[src/rtl/dbg_key_pkg.sv]
`default_nettype none
package dbg_key_pkg;
   // ==========================================================
   // Register map (byte addresses)
   localparam logic [3:0] OFS_CTRL        = 4'h0;
   localparam logic [3:0] OFS_KEY_STATUS  = 4'h4;
   localparam logic [3:0] OFS_RESET_REQ   = 4'h8;
   localparam logic [3:0] OFS_SYS_STATUS  = 4'hc;
   localparam logic [1:0] RESP_OKAY       = 2'h0;
   localparam logic [1:0] RESP_SLVERR     = 2'h2;
   // ==========================================================
   // Field positions
   localparam int CTRL_GAP_BIT    = 7;
   localparam int CTRL_GUARD_LSB  = 0;
   localparam int KEY_UROW_BIT    = 5;
   localparam int KEY_NVM_BIT     = 4;
   localparam int KEY_ERASE_BIT   = 3;
   localparam int SYS_LOCKED_BIT  = 0;
   localparam int SYS_UROW_BIT    = 2;
   localparam int SYS_NVM_BIT     = 3;
   localparam int SYS_RESET_BIT   = 5;
   localparam logic [7:0] CTRL_RESET     = 8'h02;
   localparam logic [7:0] RESET_REQUEST_FIELD_CLEAR   = 8'h00;
   // ==========================================================
   // Serial framing
   localparam logic [3:0] IDLE_BITS      = 4'h2;
   localparam logic [3:0] GAP_EXTRA_BITS = 4'h2;
   localparam logic [7:0] KEY_BYTES      = 8'h08;
   localparam logic [7:0] INFO_BYTES_MAX = 8'h10;
   localparam int         NUM_KEYS       = 3;
   localparam int         KEY_ERASE      = 0;
   localparam int         KEY_NVM        = 1;
   localparam int         KEY_UROW       = 2;
   localparam logic [NUM_KEYS-1:0][63:0] KEY_SIGS = {
      64'h4e564d5573267465,
      64'h4e564d50726f6720,
      64'h4e564d4572617365
   };
   // ==========================================================
   // Types
   typedef enum logic [1:0] {
      CMD_NONE     = 2'b00,
      CMD_KEY_SEND = 2'b01,
      CMD_INFO_RD  = 2'b10,
      CMD_LOAD     = 2'b11
   } cmd_e;
   typedef enum logic [1:0] {
      ST_IDLE = 2'b00,
      ST_KEY  = 2'b01,
      ST_INFO = 2'b10,
      ST_LOAD = 2'b11
   } state_e;
   typedef struct packed {
      logic [7:0] data;
      logic [3:0] gap;
   } tx_beat_s;
endpackage : dbg_key_pkg
`default_nettype wire

[src/rtl/debug_key_sib_erase_logic.sv]
// The placing of the registers and register access over AXI4-Lite were left to the implementer.
`timescale 1ns/10ps
`default_nettype none
module debug_key_sib_erase_logic
   import dbg_key_pkg::*;
#(
   parameter logic [55:0] FAMILY_IDENTIFIER      = 56'h44454d4f46414d,  // Arbitrary value
   parameter logic [23:0] NVM_REVISION   = 24'h503a30,          // Arbitrary value
   parameter logic [23:0] DEBUG_REVISION = 24'h443a30,          // Arbitrary value
   parameter logic [7:0]  OSC_FREQUENCY  = 8'h33,               // Arbitrary value
   parameter logic [7:0]  RESET_SIGNATURE = 8'h5a
)(
   input  wire logic        CLK_SYS_I,
   input  wire logic        RST_N_I,
   // AXI4-Lite slave
   input  wire logic [3:0]  AWADDR_I,
   input  wire logic        AWVALID_I,
   output logic             AWREADY_O,
   input  wire logic [31:0] WDATA_I,
   input  wire logic [3:0]  WSTRB_I,
   input  wire logic        WVALID_I,
   output logic             WREADY_O,
   output logic [1:0]       BRESP_O,
   output logic             BVALID_O,
   input  wire logic        BREADY_I,
   input  wire logic [3:0]  ARADDR_I,
   input  wire logic        ARVALID_I,
   output logic             ARREADY_O,
   output logic [31:0]      RDATA_O,
   output logic [1:0]       RRESP_O,
   output logic             RVALID_O,
   input  wire logic        RREADY_I,
   // Decoded instruction and receive byte stream
   input  wire logic        CMD_VALID_I,
   input  wire logic [1:0]  CMD_KIND_I,
   input  wire logic [7:0]  CMD_SIZE_I,
   input  wire logic [7:0]  REPEAT_I,
   output logic             CMD_READY_O,
   input  wire logic        RX_VALID_I,
   input  wire logic [7:0]  RX_DATA_I,
   // Load data from the bus side
   input  wire logic        LD_VALID_I,
   input  wire logic [7:0]  LD_DATA_I,
   output logic             LD_READY_O,
   // Transmit byte stream
   output logic             TX_VALID_O,
   output logic [7:0]       TX_DATA_O,
   output logic [3:0]       TX_GAP_O,
   input  wire logic        TX_READY_I,
   // System side
   input  wire logic        PORT_DISABLE_I,
   input  wire logic        NVM_LOCKED_I,
   input  wire logic        NVM_PROG_READY_I,
   input  wire logic        USER_ROW_PROG_READY_I,
   input  wire logic        PROG_DONE_I,
   input  wire logic        SYSBUS_REQ_I,
   output logic             SYSBUS_GRANT_O,
   output logic             SYSBUS_DENY_O,
   output logic             SYS_RESET_O,
   output logic             ERASE_START_O,
   output logic             NVM_PROG_EN_O,
   output logic             USER_ROW_EN_O
);
   // ==========================================================
   // Information block image, byte 0 first
   localparam logic [127:0] INFO_IMAGE = {
      OSC_FREQUENCY, 8'h20, DEBUG_REVISION, NVM_REVISION, 8'h20, FAMILY_IDENTIFIER
   };

   // ==========================================================
   // State
   state_e      state_r, state_nxt;
   logic [7:0]  size_r, size_nxt;
   logic [7:0]  cnt_r, cnt_nxt;
   logic [7:0]  rpt_r, rpt_nxt;
   logic        first_r, first_nxt;
   logic        key_chk_r, key_chk_nxt;
   tx_beat_s    beat_r, beat_nxt;
   logic        txv_r, txv_nxt;
   logic        erase_key_active_r, erase_key_active_nxt;
   logic        nvm_program_key_r, nvm_program_key_nxt;
   logic        user_row_write_key_r, user_row_write_key_nxt;
   logic        sys_reset_r, sys_reset_nxt;
   logic        erase_start_r, erase_start_nxt;
   logic [7:0]  ctrl_r, ctrl_nxt;
   logic [7:0]  reset_request_reg_r, reset_request_reg_nxt;
   logic        bvalid_r, bvalid_nxt;
   logic [1:0]  bresp_r, bresp_nxt;
   logic        rvalid_r, rvalid_nxt;
   logic [1:0]  rresp_r, rresp_nxt;
   logic [31:0] rdata_r, rdata_nxt;

   logic [NUM_KEYS-1:0] key_match;
   logic [3:0]  gap;
   logic        slot_free;
   logic        wr_take;
   logic        rd_take;
   logic        key_status_wr;
   logic [7:0]  key_status_reg;
   logic [7:0]  system_status_reg;
   logic [7:0]  info_byte;
   logic        interbyte_gap_enable;

   assign interbyte_gap_enable = ctrl_r[CTRL_GAP_BIT];
   assign slot_free = !txv_r || TX_READY_I;
   assign info_byte = INFO_IMAGE[{cnt_r[3:0], 3'h0} +: 8];

   key_matcher key_matcher_inst (
      .clk_i        (CLK_SYS_I),
      .rst_n_i      (RST_N_I),
      .byte_valid_i (RX_VALID_I && (state_r == ST_KEY)),
      .byte_i       (RX_DATA_I),
      .match_o      (key_match)
   );

   gap_select gap_select_inst (
      .first_i  (first_r),
      .gap_en_i (interbyte_gap_enable),
      .guard_i  (ctrl_r[CTRL_GUARD_LSB +: 4]),
      .gap_o    (gap)
   );

   // ==========================================================
   // Instruction sequencer
   always_comb begin
      state_nxt   = state_r;
      size_nxt    = size_r;
      cnt_nxt     = cnt_r;
      rpt_nxt     = rpt_r;
      first_nxt   = first_r;
      key_chk_nxt = 1'b0;
      beat_nxt    = beat_r;
      txv_nxt     = txv_r && !TX_READY_I;
      CMD_READY_O = (state_r == ST_IDLE) && !txv_r;
      LD_READY_O  = (state_r == ST_LOAD) && slot_free;
      case (state_r)
         ST_IDLE: begin
            if (CMD_VALID_I && CMD_READY_O) begin
               size_nxt  = CMD_SIZE_I;
               cnt_nxt   = 8'h0;
               rpt_nxt   = REPEAT_I;
               first_nxt = 1'b1;
               case (cmd_e'(CMD_KIND_I))
                  CMD_KEY_SEND: state_nxt = ST_KEY;
                  CMD_INFO_RD: begin
                     state_nxt = ST_INFO;
                     if (CMD_SIZE_I > INFO_BYTES_MAX) begin
                        size_nxt = INFO_BYTES_MAX;
                     end
                  end
                  CMD_LOAD: state_nxt = ST_LOAD;
                  default: state_nxt = ST_IDLE;
               endcase
               if (CMD_SIZE_I == 8'h0) begin
                  state_nxt = ST_IDLE;
               end
            end
         end
         ST_KEY: begin
            if (RX_VALID_I) begin
               cnt_nxt = cnt_r + 8'h1;
               if (cnt_nxt == size_r) begin
                  key_chk_nxt = (size_r == KEY_BYTES);
                  state_nxt   = ST_IDLE;
               end
            end
         end
         ST_INFO: begin
            if (slot_free) begin
               beat_nxt.data = info_byte;
               beat_nxt.gap  = gap;
               txv_nxt       = 1'b1;
               first_nxt     = 1'b0;
               cnt_nxt       = cnt_r + 8'h1;
               if (cnt_nxt == size_r) begin
                  state_nxt = ST_IDLE;
               end
            end
         end
         ST_LOAD: begin
            if (LD_VALID_I && LD_READY_O) begin
               beat_nxt.data = LD_DATA_I;
               beat_nxt.gap  = gap;
               txv_nxt       = 1'b1;
               first_nxt     = 1'b0;
               cnt_nxt       = cnt_r + 8'h1;
               if (cnt_nxt == size_r) begin
                  cnt_nxt = 8'h0;
                  if (rpt_r == 8'h0) begin
                     state_nxt = ST_IDLE;
                  end else begin
                     rpt_nxt = rpt_r - 8'h1;
                  end
               end
            end
         end
         default: state_nxt = ST_IDLE;
      endcase
   end

   always_ff @(posedge CLK_SYS_I or negedge RST_N_I) begin
      if (!RST_N_I) begin
         state_r   <= ST_IDLE;
         size_r    <= 8'h0;
         cnt_r     <= 8'h0;
         rpt_r     <= 8'h0;
         first_r   <= 1'b0;
         key_chk_r <= 1'b0;
         beat_r    <= '0;
         txv_r     <= 1'b0;
      end else begin
         state_r   <= state_nxt;
         size_r    <= size_nxt;
         cnt_r     <= cnt_nxt;
         rpt_r     <= rpt_nxt;
         first_r   <= first_nxt;
         key_chk_r <= key_chk_nxt;
         beat_r    <= beat_nxt;
         txv_r     <= txv_nxt;
      end
   end

   // ==========================================================
   // Keys, reset request and erase
   always_comb begin
      erase_key_active_nxt   = erase_key_active_r;
      nvm_program_key_nxt    = nvm_program_key_r;
      user_row_write_key_nxt = user_row_write_key_r;
      if (key_chk_r && key_match[KEY_ERASE]) begin
         erase_key_active_nxt = 1'b1;
      end else if (PORT_DISABLE_I) begin
         erase_key_active_nxt = 1'b0;
      end
      if (key_chk_r && key_match[KEY_NVM]) begin
         nvm_program_key_nxt = 1'b1;
      end else if (PROG_DONE_I) begin
         nvm_program_key_nxt = 1'b0;
      end
      if (key_chk_r && key_match[KEY_UROW]) begin
         user_row_write_key_nxt = 1'b1;
      end else if (key_status_wr && WDATA_I[KEY_UROW_BIT]) begin
         user_row_write_key_nxt = 1'b0;
      end
      sys_reset_nxt = sys_reset_r;
      if (wr_take && (AWADDR_I == OFS_RESET_REQ) && WSTRB_I[0]) begin
         if (WDATA_I[7:0] == RESET_SIGNATURE) begin
            sys_reset_nxt = 1'b1;
         end else if (WDATA_I[7:0] == RESET_REQUEST_FIELD_CLEAR) begin
            sys_reset_nxt = 1'b0;
         end
      end
      // Erase begins as the system leaves the requested reset
      erase_start_nxt = sys_reset_r && !sys_reset_nxt && erase_key_active_r;
   end

   always_ff @(posedge CLK_SYS_I or negedge RST_N_I) begin
      if (!RST_N_I) begin
         erase_key_active_r   <= 1'b0;
         nvm_program_key_r    <= 1'b0;
         user_row_write_key_r <= 1'b0;
         sys_reset_r          <= 1'b0;
         erase_start_r        <= 1'b0;
      end else begin
         erase_key_active_r   <= erase_key_active_nxt;
         nvm_program_key_r    <= nvm_program_key_nxt;
         user_row_write_key_r <= user_row_write_key_nxt;
         sys_reset_r          <= sys_reset_nxt;
         erase_start_r        <= erase_start_nxt;
      end
   end

   // ==========================================================
   // Register bus slave
   assign wr_take       = AWVALID_I && WVALID_I && !bvalid_r;
   assign rd_take       = ARVALID_I && !rvalid_r;
   assign key_status_wr = wr_take && (AWADDR_I == OFS_KEY_STATUS) && WSTRB_I[0];

   always_comb begin
      key_status_reg = 8'h0;
      key_status_reg[KEY_ERASE_BIT] = erase_key_active_r;
      key_status_reg[KEY_NVM_BIT]   = nvm_program_key_r;
      key_status_reg[KEY_UROW_BIT]  = user_row_write_key_r;
      system_status_reg = 8'h0;
      system_status_reg[SYS_LOCKED_BIT] = NVM_LOCKED_I;
      system_status_reg[SYS_NVM_BIT]    = NVM_PROG_EN_O;
      system_status_reg[SYS_UROW_BIT]   = USER_ROW_EN_O;
      system_status_reg[SYS_RESET_BIT]  = sys_reset_r;
   end

   always_comb begin
      ctrl_nxt              = ctrl_r;
      reset_request_reg_nxt = reset_request_reg_r;
      bvalid_nxt            = bvalid_r && !BREADY_I;
      bresp_nxt             = bresp_r;
      rvalid_nxt            = rvalid_r && !RREADY_I;
      rresp_nxt             = rresp_r;
      rdata_nxt             = rdata_r;
      if (wr_take) begin
         bvalid_nxt = 1'b1;
         bresp_nxt  = RESP_OKAY;
         case (AWADDR_I)
            OFS_CTRL: begin
               if (WSTRB_I[0]) begin
                  ctrl_nxt = WDATA_I[7:0];
               end
            end
            OFS_RESET_REQ: begin
               if (WSTRB_I[0]) begin
                  reset_request_reg_nxt = WDATA_I[7:0];
               end
            end
            OFS_KEY_STATUS: bresp_nxt = RESP_OKAY;
            OFS_SYS_STATUS: bresp_nxt = RESP_OKAY;
            default: bresp_nxt = RESP_SLVERR;
         endcase
      end
      if (rd_take) begin
         rvalid_nxt = 1'b1;
         rresp_nxt  = RESP_OKAY;
         case (ARADDR_I)
            OFS_CTRL:       rdata_nxt = {24'h0, ctrl_r};
            OFS_KEY_STATUS: rdata_nxt = {24'h0, key_status_reg};
            OFS_RESET_REQ:  rdata_nxt = {24'h0, reset_request_reg_r};
            OFS_SYS_STATUS: rdata_nxt = {24'h0, system_status_reg};
            default: begin
               rdata_nxt = 32'h0;
               rresp_nxt = RESP_SLVERR;
            end
         endcase
      end
   end

   always_ff @(posedge CLK_SYS_I or negedge RST_N_I) begin
      if (!RST_N_I) begin
         ctrl_r              <= CTRL_RESET;
         reset_request_reg_r <= RESET_REQUEST_FIELD_CLEAR;
         bvalid_r            <= 1'b0;
         bresp_r             <= RESP_OKAY;
         rvalid_r            <= 1'b0;
         rresp_r             <= RESP_OKAY;
         rdata_r             <= 32'h0;
      end else begin
         ctrl_r              <= ctrl_nxt;
         reset_request_reg_r <= reset_request_reg_nxt;
         bvalid_r            <= bvalid_nxt;
         bresp_r             <= bresp_nxt;
         rvalid_r            <= rvalid_nxt;
         rresp_r             <= rresp_nxt;
         rdata_r             <= rdata_nxt;
      end
   end

   // ==========================================================
   // Outputs
   assign AWREADY_O      = wr_take;
   assign WREADY_O       = wr_take;
   assign BVALID_O       = bvalid_r;
   assign BRESP_O        = bresp_r;
   assign ARREADY_O      = !rvalid_r;
   assign RVALID_O       = rvalid_r;
   assign RRESP_O        = rresp_r;
   assign RDATA_O        = rdata_r;
   assign TX_VALID_O     = txv_r;
   assign TX_DATA_O      = beat_r.data;
   assign TX_GAP_O       = beat_r.gap;
   assign SYS_RESET_O    = sys_reset_r;
   assign ERASE_START_O  = erase_start_r;
   assign NVM_PROG_EN_O  = nvm_program_key_r && !NVM_LOCKED_I && NVM_PROG_READY_I;
   assign USER_ROW_EN_O  = user_row_write_key_r && NVM_LOCKED_I && USER_ROW_PROG_READY_I;
   assign SYSBUS_GRANT_O = SYSBUS_REQ_I && !NVM_LOCKED_I;
   assign SYSBUS_DENY_O  = SYSBUS_REQ_I && NVM_LOCKED_I;
endmodule : debug_key_sib_erase_logic
`default_nettype wire

[src/rtl/gap_select.sv]
`timescale 1ns/10ps
`default_nettype none
module gap_select
   import dbg_key_pkg::*;
(
   input  wire logic       first_i,
   input  wire logic       gap_en_i,
   input  wire logic [3:0] guard_i,
   output logic      [3:0] gap_o
);
   always_comb begin
      if (first_i) begin
         gap_o = guard_i;
      end else if (gap_en_i) begin
         gap_o = IDLE_BITS + GAP_EXTRA_BITS;
      end else begin
         gap_o = IDLE_BITS;
      end
   end
endmodule : gap_select
`default_nettype wire

[src/rtl/key_matcher.sv]
`timescale 1ns/10ps
`default_nettype none
module key_matcher
   import dbg_key_pkg::*;
(
   input  wire logic                clk_i,
   input  wire logic                rst_n_i,
   input  wire logic                byte_valid_i,
   input  wire logic [7:0]          byte_i,
   output logic      [NUM_KEYS-1:0] match_o
);
   logic [63:0] shift_r;
   logic [63:0] shift_nxt;

   // Least significant byte arrives first and ends in the low bits
   always_comb begin
      shift_nxt = shift_r;
      if (byte_valid_i) begin
         shift_nxt = {byte_i, shift_r[63:8]};
      end
   end

   always_ff @(posedge clk_i or negedge rst_n_i) begin
      if (!rst_n_i) begin
         shift_r <= 64'h0;
      end else begin
         shift_r <= shift_nxt;
      end
   end

   genvar k;
   generate
      for (k = 0; k < NUM_KEYS; k++) begin : g_cmp
         assign match_o[k] = (shift_r == KEY_SIGS[k]);
      end
   endgenerate
endmodule : key_matcher
`default_nettype wire
[config.mk]
export PLATFORM = sky130hd
export DESIGN_NAME = debug_key_sib_erase_logic
export DESIGN_NICKNAME = d
export VERILOG_FILES = /design/src/rtl/dbg_key_pkg.sv /design/src/rtl/debug_key_sib_erase_logic.sv /design/src/rtl/gap_select.sv /design/src/rtl/key_matcher.sv
export SDC_FILE = /design/constraint.sdc
export NUM_CORES = 1
export LEC_CHECK = 0
export BUFFER_PORTS_ARGS = -buffer_cell sky130_fd_sc_hd__clkbuf_2
export CAP_MARGIN = 20
export CORE_ASPECT_RATIO = 0.9
export CORE_MARGIN = 5
export CORE_UTILIZATION = 34
export DETAILED_ROUTE_END_ITERATION = 16
export GPL_TIMING_DRIVEN = 0
export PLACE_DENSITY = 0.51
export SLEW_MARGIN = 20
export SYNTH_ARGS = -nofsm -noshare
export SYNTH_HDL_FRONTEND = slang
export SYNTH_SLANG_ARGS = --single-unit
[constraint.sdc]
create_clock -name CLK_SYS_I -period 3.2 [get_ports CLK_SYS_I]
set_input_delay 0.8 -clock CLK_SYS_I [delete_from_list [all_inputs] [get_ports CLK_SYS_I]]
set_output_delay 0.8 -clock CLK_SYS_I [all_outputs]
set_load 0.01 [all_outputs]
==> impl_metrics.toml <==
[synth]
netlist.area_leader.share = 0.483
synth_edf_count = 0
synth-main-ff-cell = "dfrtp_1"
ys_seq_elements = 138
yosysWarnings = 0
synth_area_leader_cell = "dfrtp_1"
synth_cell_type_count = 73
synth.avg_cell_area_um2 = 11.2
seq_area_frac_synth = 0.487
yosys-top-cells-count = "dfrtp_1 (137), mux2_2 (87), nand2_1 (54), nor2_1 (35), buf_4 (29)"
synth_area_leaders = "dfrtp_1 (48%), mux2_2 (14%), buf_4 (3.1%)"
yosysMostFrequentCell = "dfrtp_1"
netlist_area_um2 = 7090
async_flop_share = 1.00
netlist_instances = 633

[setup_path]
critPathArrivalTime_ns = 2.18
crit_buf_inv = 4
path_delay_family = "buffers and inverters"
cp_slowest_cell = "clkbuf_1"
path_class = "reg2out"
cp_max_fo = 10
worst-endpoint-required_ns = 2.40
crit_chain = "ha_1 > clkbuf_8 > inv_1 > clkbuf_1 > nor2_1 > clkbuf_2"
crit_path_max_incr_delay_ns = 0.48
startpoint_type = "flip-flop"
critPathCaptureType = "output pin"

[layout]
areaGrowthSynthToFinish_pct = 22.5
multi_input_area_um2 = 3260
layout-drive-gt1-share = 0.347
fillers = 2002
regArea_um2 = 3450
final_area_um2 = 8680
num_antenna_cells = 0
nets = 889

[die]
dieHeight_um = 147
fp-row-count = 50
die_x_um = 162
start_util = 0.344
num_io_pins = 157
dieArea_um2 = 23900
core_um2 = 20600

[global_route]
antenna_found_initial = 0
grt_pass1_vias = 5464
grt_max_degree = 78
track_usage = 0.149
gr-total-overflow = 0
grt_first_pass_wirelength_um = 28600

[power]
cellPowerDensity_nw_per_um2 = 869
ir_worst_vdd_mv = 0.394
p_leak_nw = 4.09

[timing]
finalClockSkew_ns = 0.00966
hold_slack_ns = 0.369
setup-tns-final_ns = 0
period_share = 0.931
max_freq_mhz = 336
hold_viol = 0
worst_pin_slew_ns = 0.726
rsz0062_at_grt = "false"
fin_ws_ns = 0.220
finalSetupViolations = 0
post-route-min-period_ns = 2.98
slew_violations = 0
relSlewSlack = 0.513

[detailed_routing]
drc_errors = 0
firstDrtPassIters = 5
wl_per_cell_um = 16.2
vias_per_cell = 5.04
wirelength_um = 17100
vias = 5297
drt_iter0_markers = 297
antenna_left = 0

[clock_network]
cts_setup_buffers = 0
cts_tree = "built"
clk_pin_slew_ns = 0.06
cts-resized-gates = 0
clockRootBuffer = "clkbuf_16"
cts_made_buffers = 17
cts_buffer_depth = 2
htreeDepth = 4
clk_latency_ns = 0.42
clock-sinks = 138
hold_buffers = 0

[placed_design]
dpl-instance-area_um2 = 8050
dpl.hpwl_um = 13000
portBuffers = 101
gp_congestion = 0.805
place_ws_ns = 0.461

[worst_hold_path]
hp-class = "in2async"

[run]
maxCapViolations = 0

[run_status]
status = "complete, no violations"
## final timing paths
path | start | endpoint | slack (ns) | cells after the start
min in group CLK_SYS_I | RDATA_O[6] | RDATA_O[6] | 0.49 | 2
hold / removal | RST_N_I | rpt_r[3] | 0.37 | 1
hold reg to reg | RDATA_O[6] | RDATA_O[6] | 0.49 | 2
max in group asynchronous | RST_N_I | key_matcher_inst.shift_r[56] | 2.05 | 2
setup reg to reg | cnt_r[0] | cnt_r[7] | 0.46 | 9
setup / recovery | state_r[0] | LD_READY_O | 0.22 | 6
## power by group
group / leakage [nW] / switching (mW) / internal [mW] / total, mW
combinational: 2.04 / 1.36 / 1.23 / 2.59
sequential: 1.75 / 0.516 / 2.35 / 2.87
clock: 0.303 / 0.766 / 1.33 / 2.09
## cells by family after synthesis
group                    after synthesis  share of synthesized area
flip-flops                           138                      0.487
AND/OR/NAND/NOR                      187                      0.142
buffers and inverters                 78                     0.0662
AO/OA/AOI/OAI                        101                     0.0988
multiplexers                         103                      0.164
other                                  1                   0.000529
adder cells (fa/ha/maj)               15                     0.0265
XOR/XNOR                              10                     0.0145
## per-stage QoR
stage / power (mW) / cells / util
final: 7.55 / 1052 / 0.421
after floorplan: 4.66 / 658 / -
after CTS: 7.64 / 1052 / 0.421
after global routing: 8.09 / 1052 / 0.421
after global placement: 5.39 / 1019 / 0.388
after detailed placement: 5.50 / 1020 / 0.390
## state kept, by name (all words and copies together) (netlist names), 2 cells and up
register                  flops
key_matcher_inst.shift_r     64
RDATA_O                       8
TX_DATA_O                     8
cnt_r                         8
ctrl_r                        8
reset_request_reg_r           8
rpt_r                         8
size_r                        8
TX_GAP_O                      4
state_r                       2
## layer usage
metal	share of wire	GRT usage	vias up
li1	-	-	2538
met1	0.48	0.206	2607
met2	0.45	0.230	132
met3	0.050	0.0370	20
met4	0.014	0.0452	0
met5	0	0	-
## cell usage in the layout (no fill, tap or decap), drive strengths merged, types with 4 or more instances in the layout
master	n
and3	6
dfrtp	137
bufinv	4
buf	36
a31oi	8
xnor2	5
mux2	87
nor2b	8
nand2	54
o211ai	5
nor4b	5
ha	15
and2	7
nor4	8
clkinv	4
nand4	9
nor3	9
nand4b	4
nand2b	4
conb	26
inv	22
xor2	4
a21oi	17
o41ai	4
a22o	11
mux2i	14
o21ai	24
nor2	35
nand3	16
clkbuf	143
## layout make-up
| cell class | count | area share |
|---|---|---|
| repair buffers | 102 | 0.0624 |
| clock inverters | 14 | 0.0222 |
| plain buffers | 59 | 0.0458 |
| multi-input cells | 442 | 0.376 |
| inverters | 19 | 0.00821 |
| flip-flops and latches | 138 | 0.398 |
| well taps | 260 | 0.0375 |
| clock buffers | 18 | 0.0506 |
## worst reg2reg max path, stage by stage (launching register included)
cell and delay (ns):
dfrtp_1 0.50, ha_1 0.27, ha_1 0.30, xnor2_1 0.16
nand3_1 0.10, nor4b_2 0.38, buf_6 0.20, a31oi_1 0.25
o21ai_2 0.31, o211ai_1 0.13
Power figures use the tool's default switching activity.
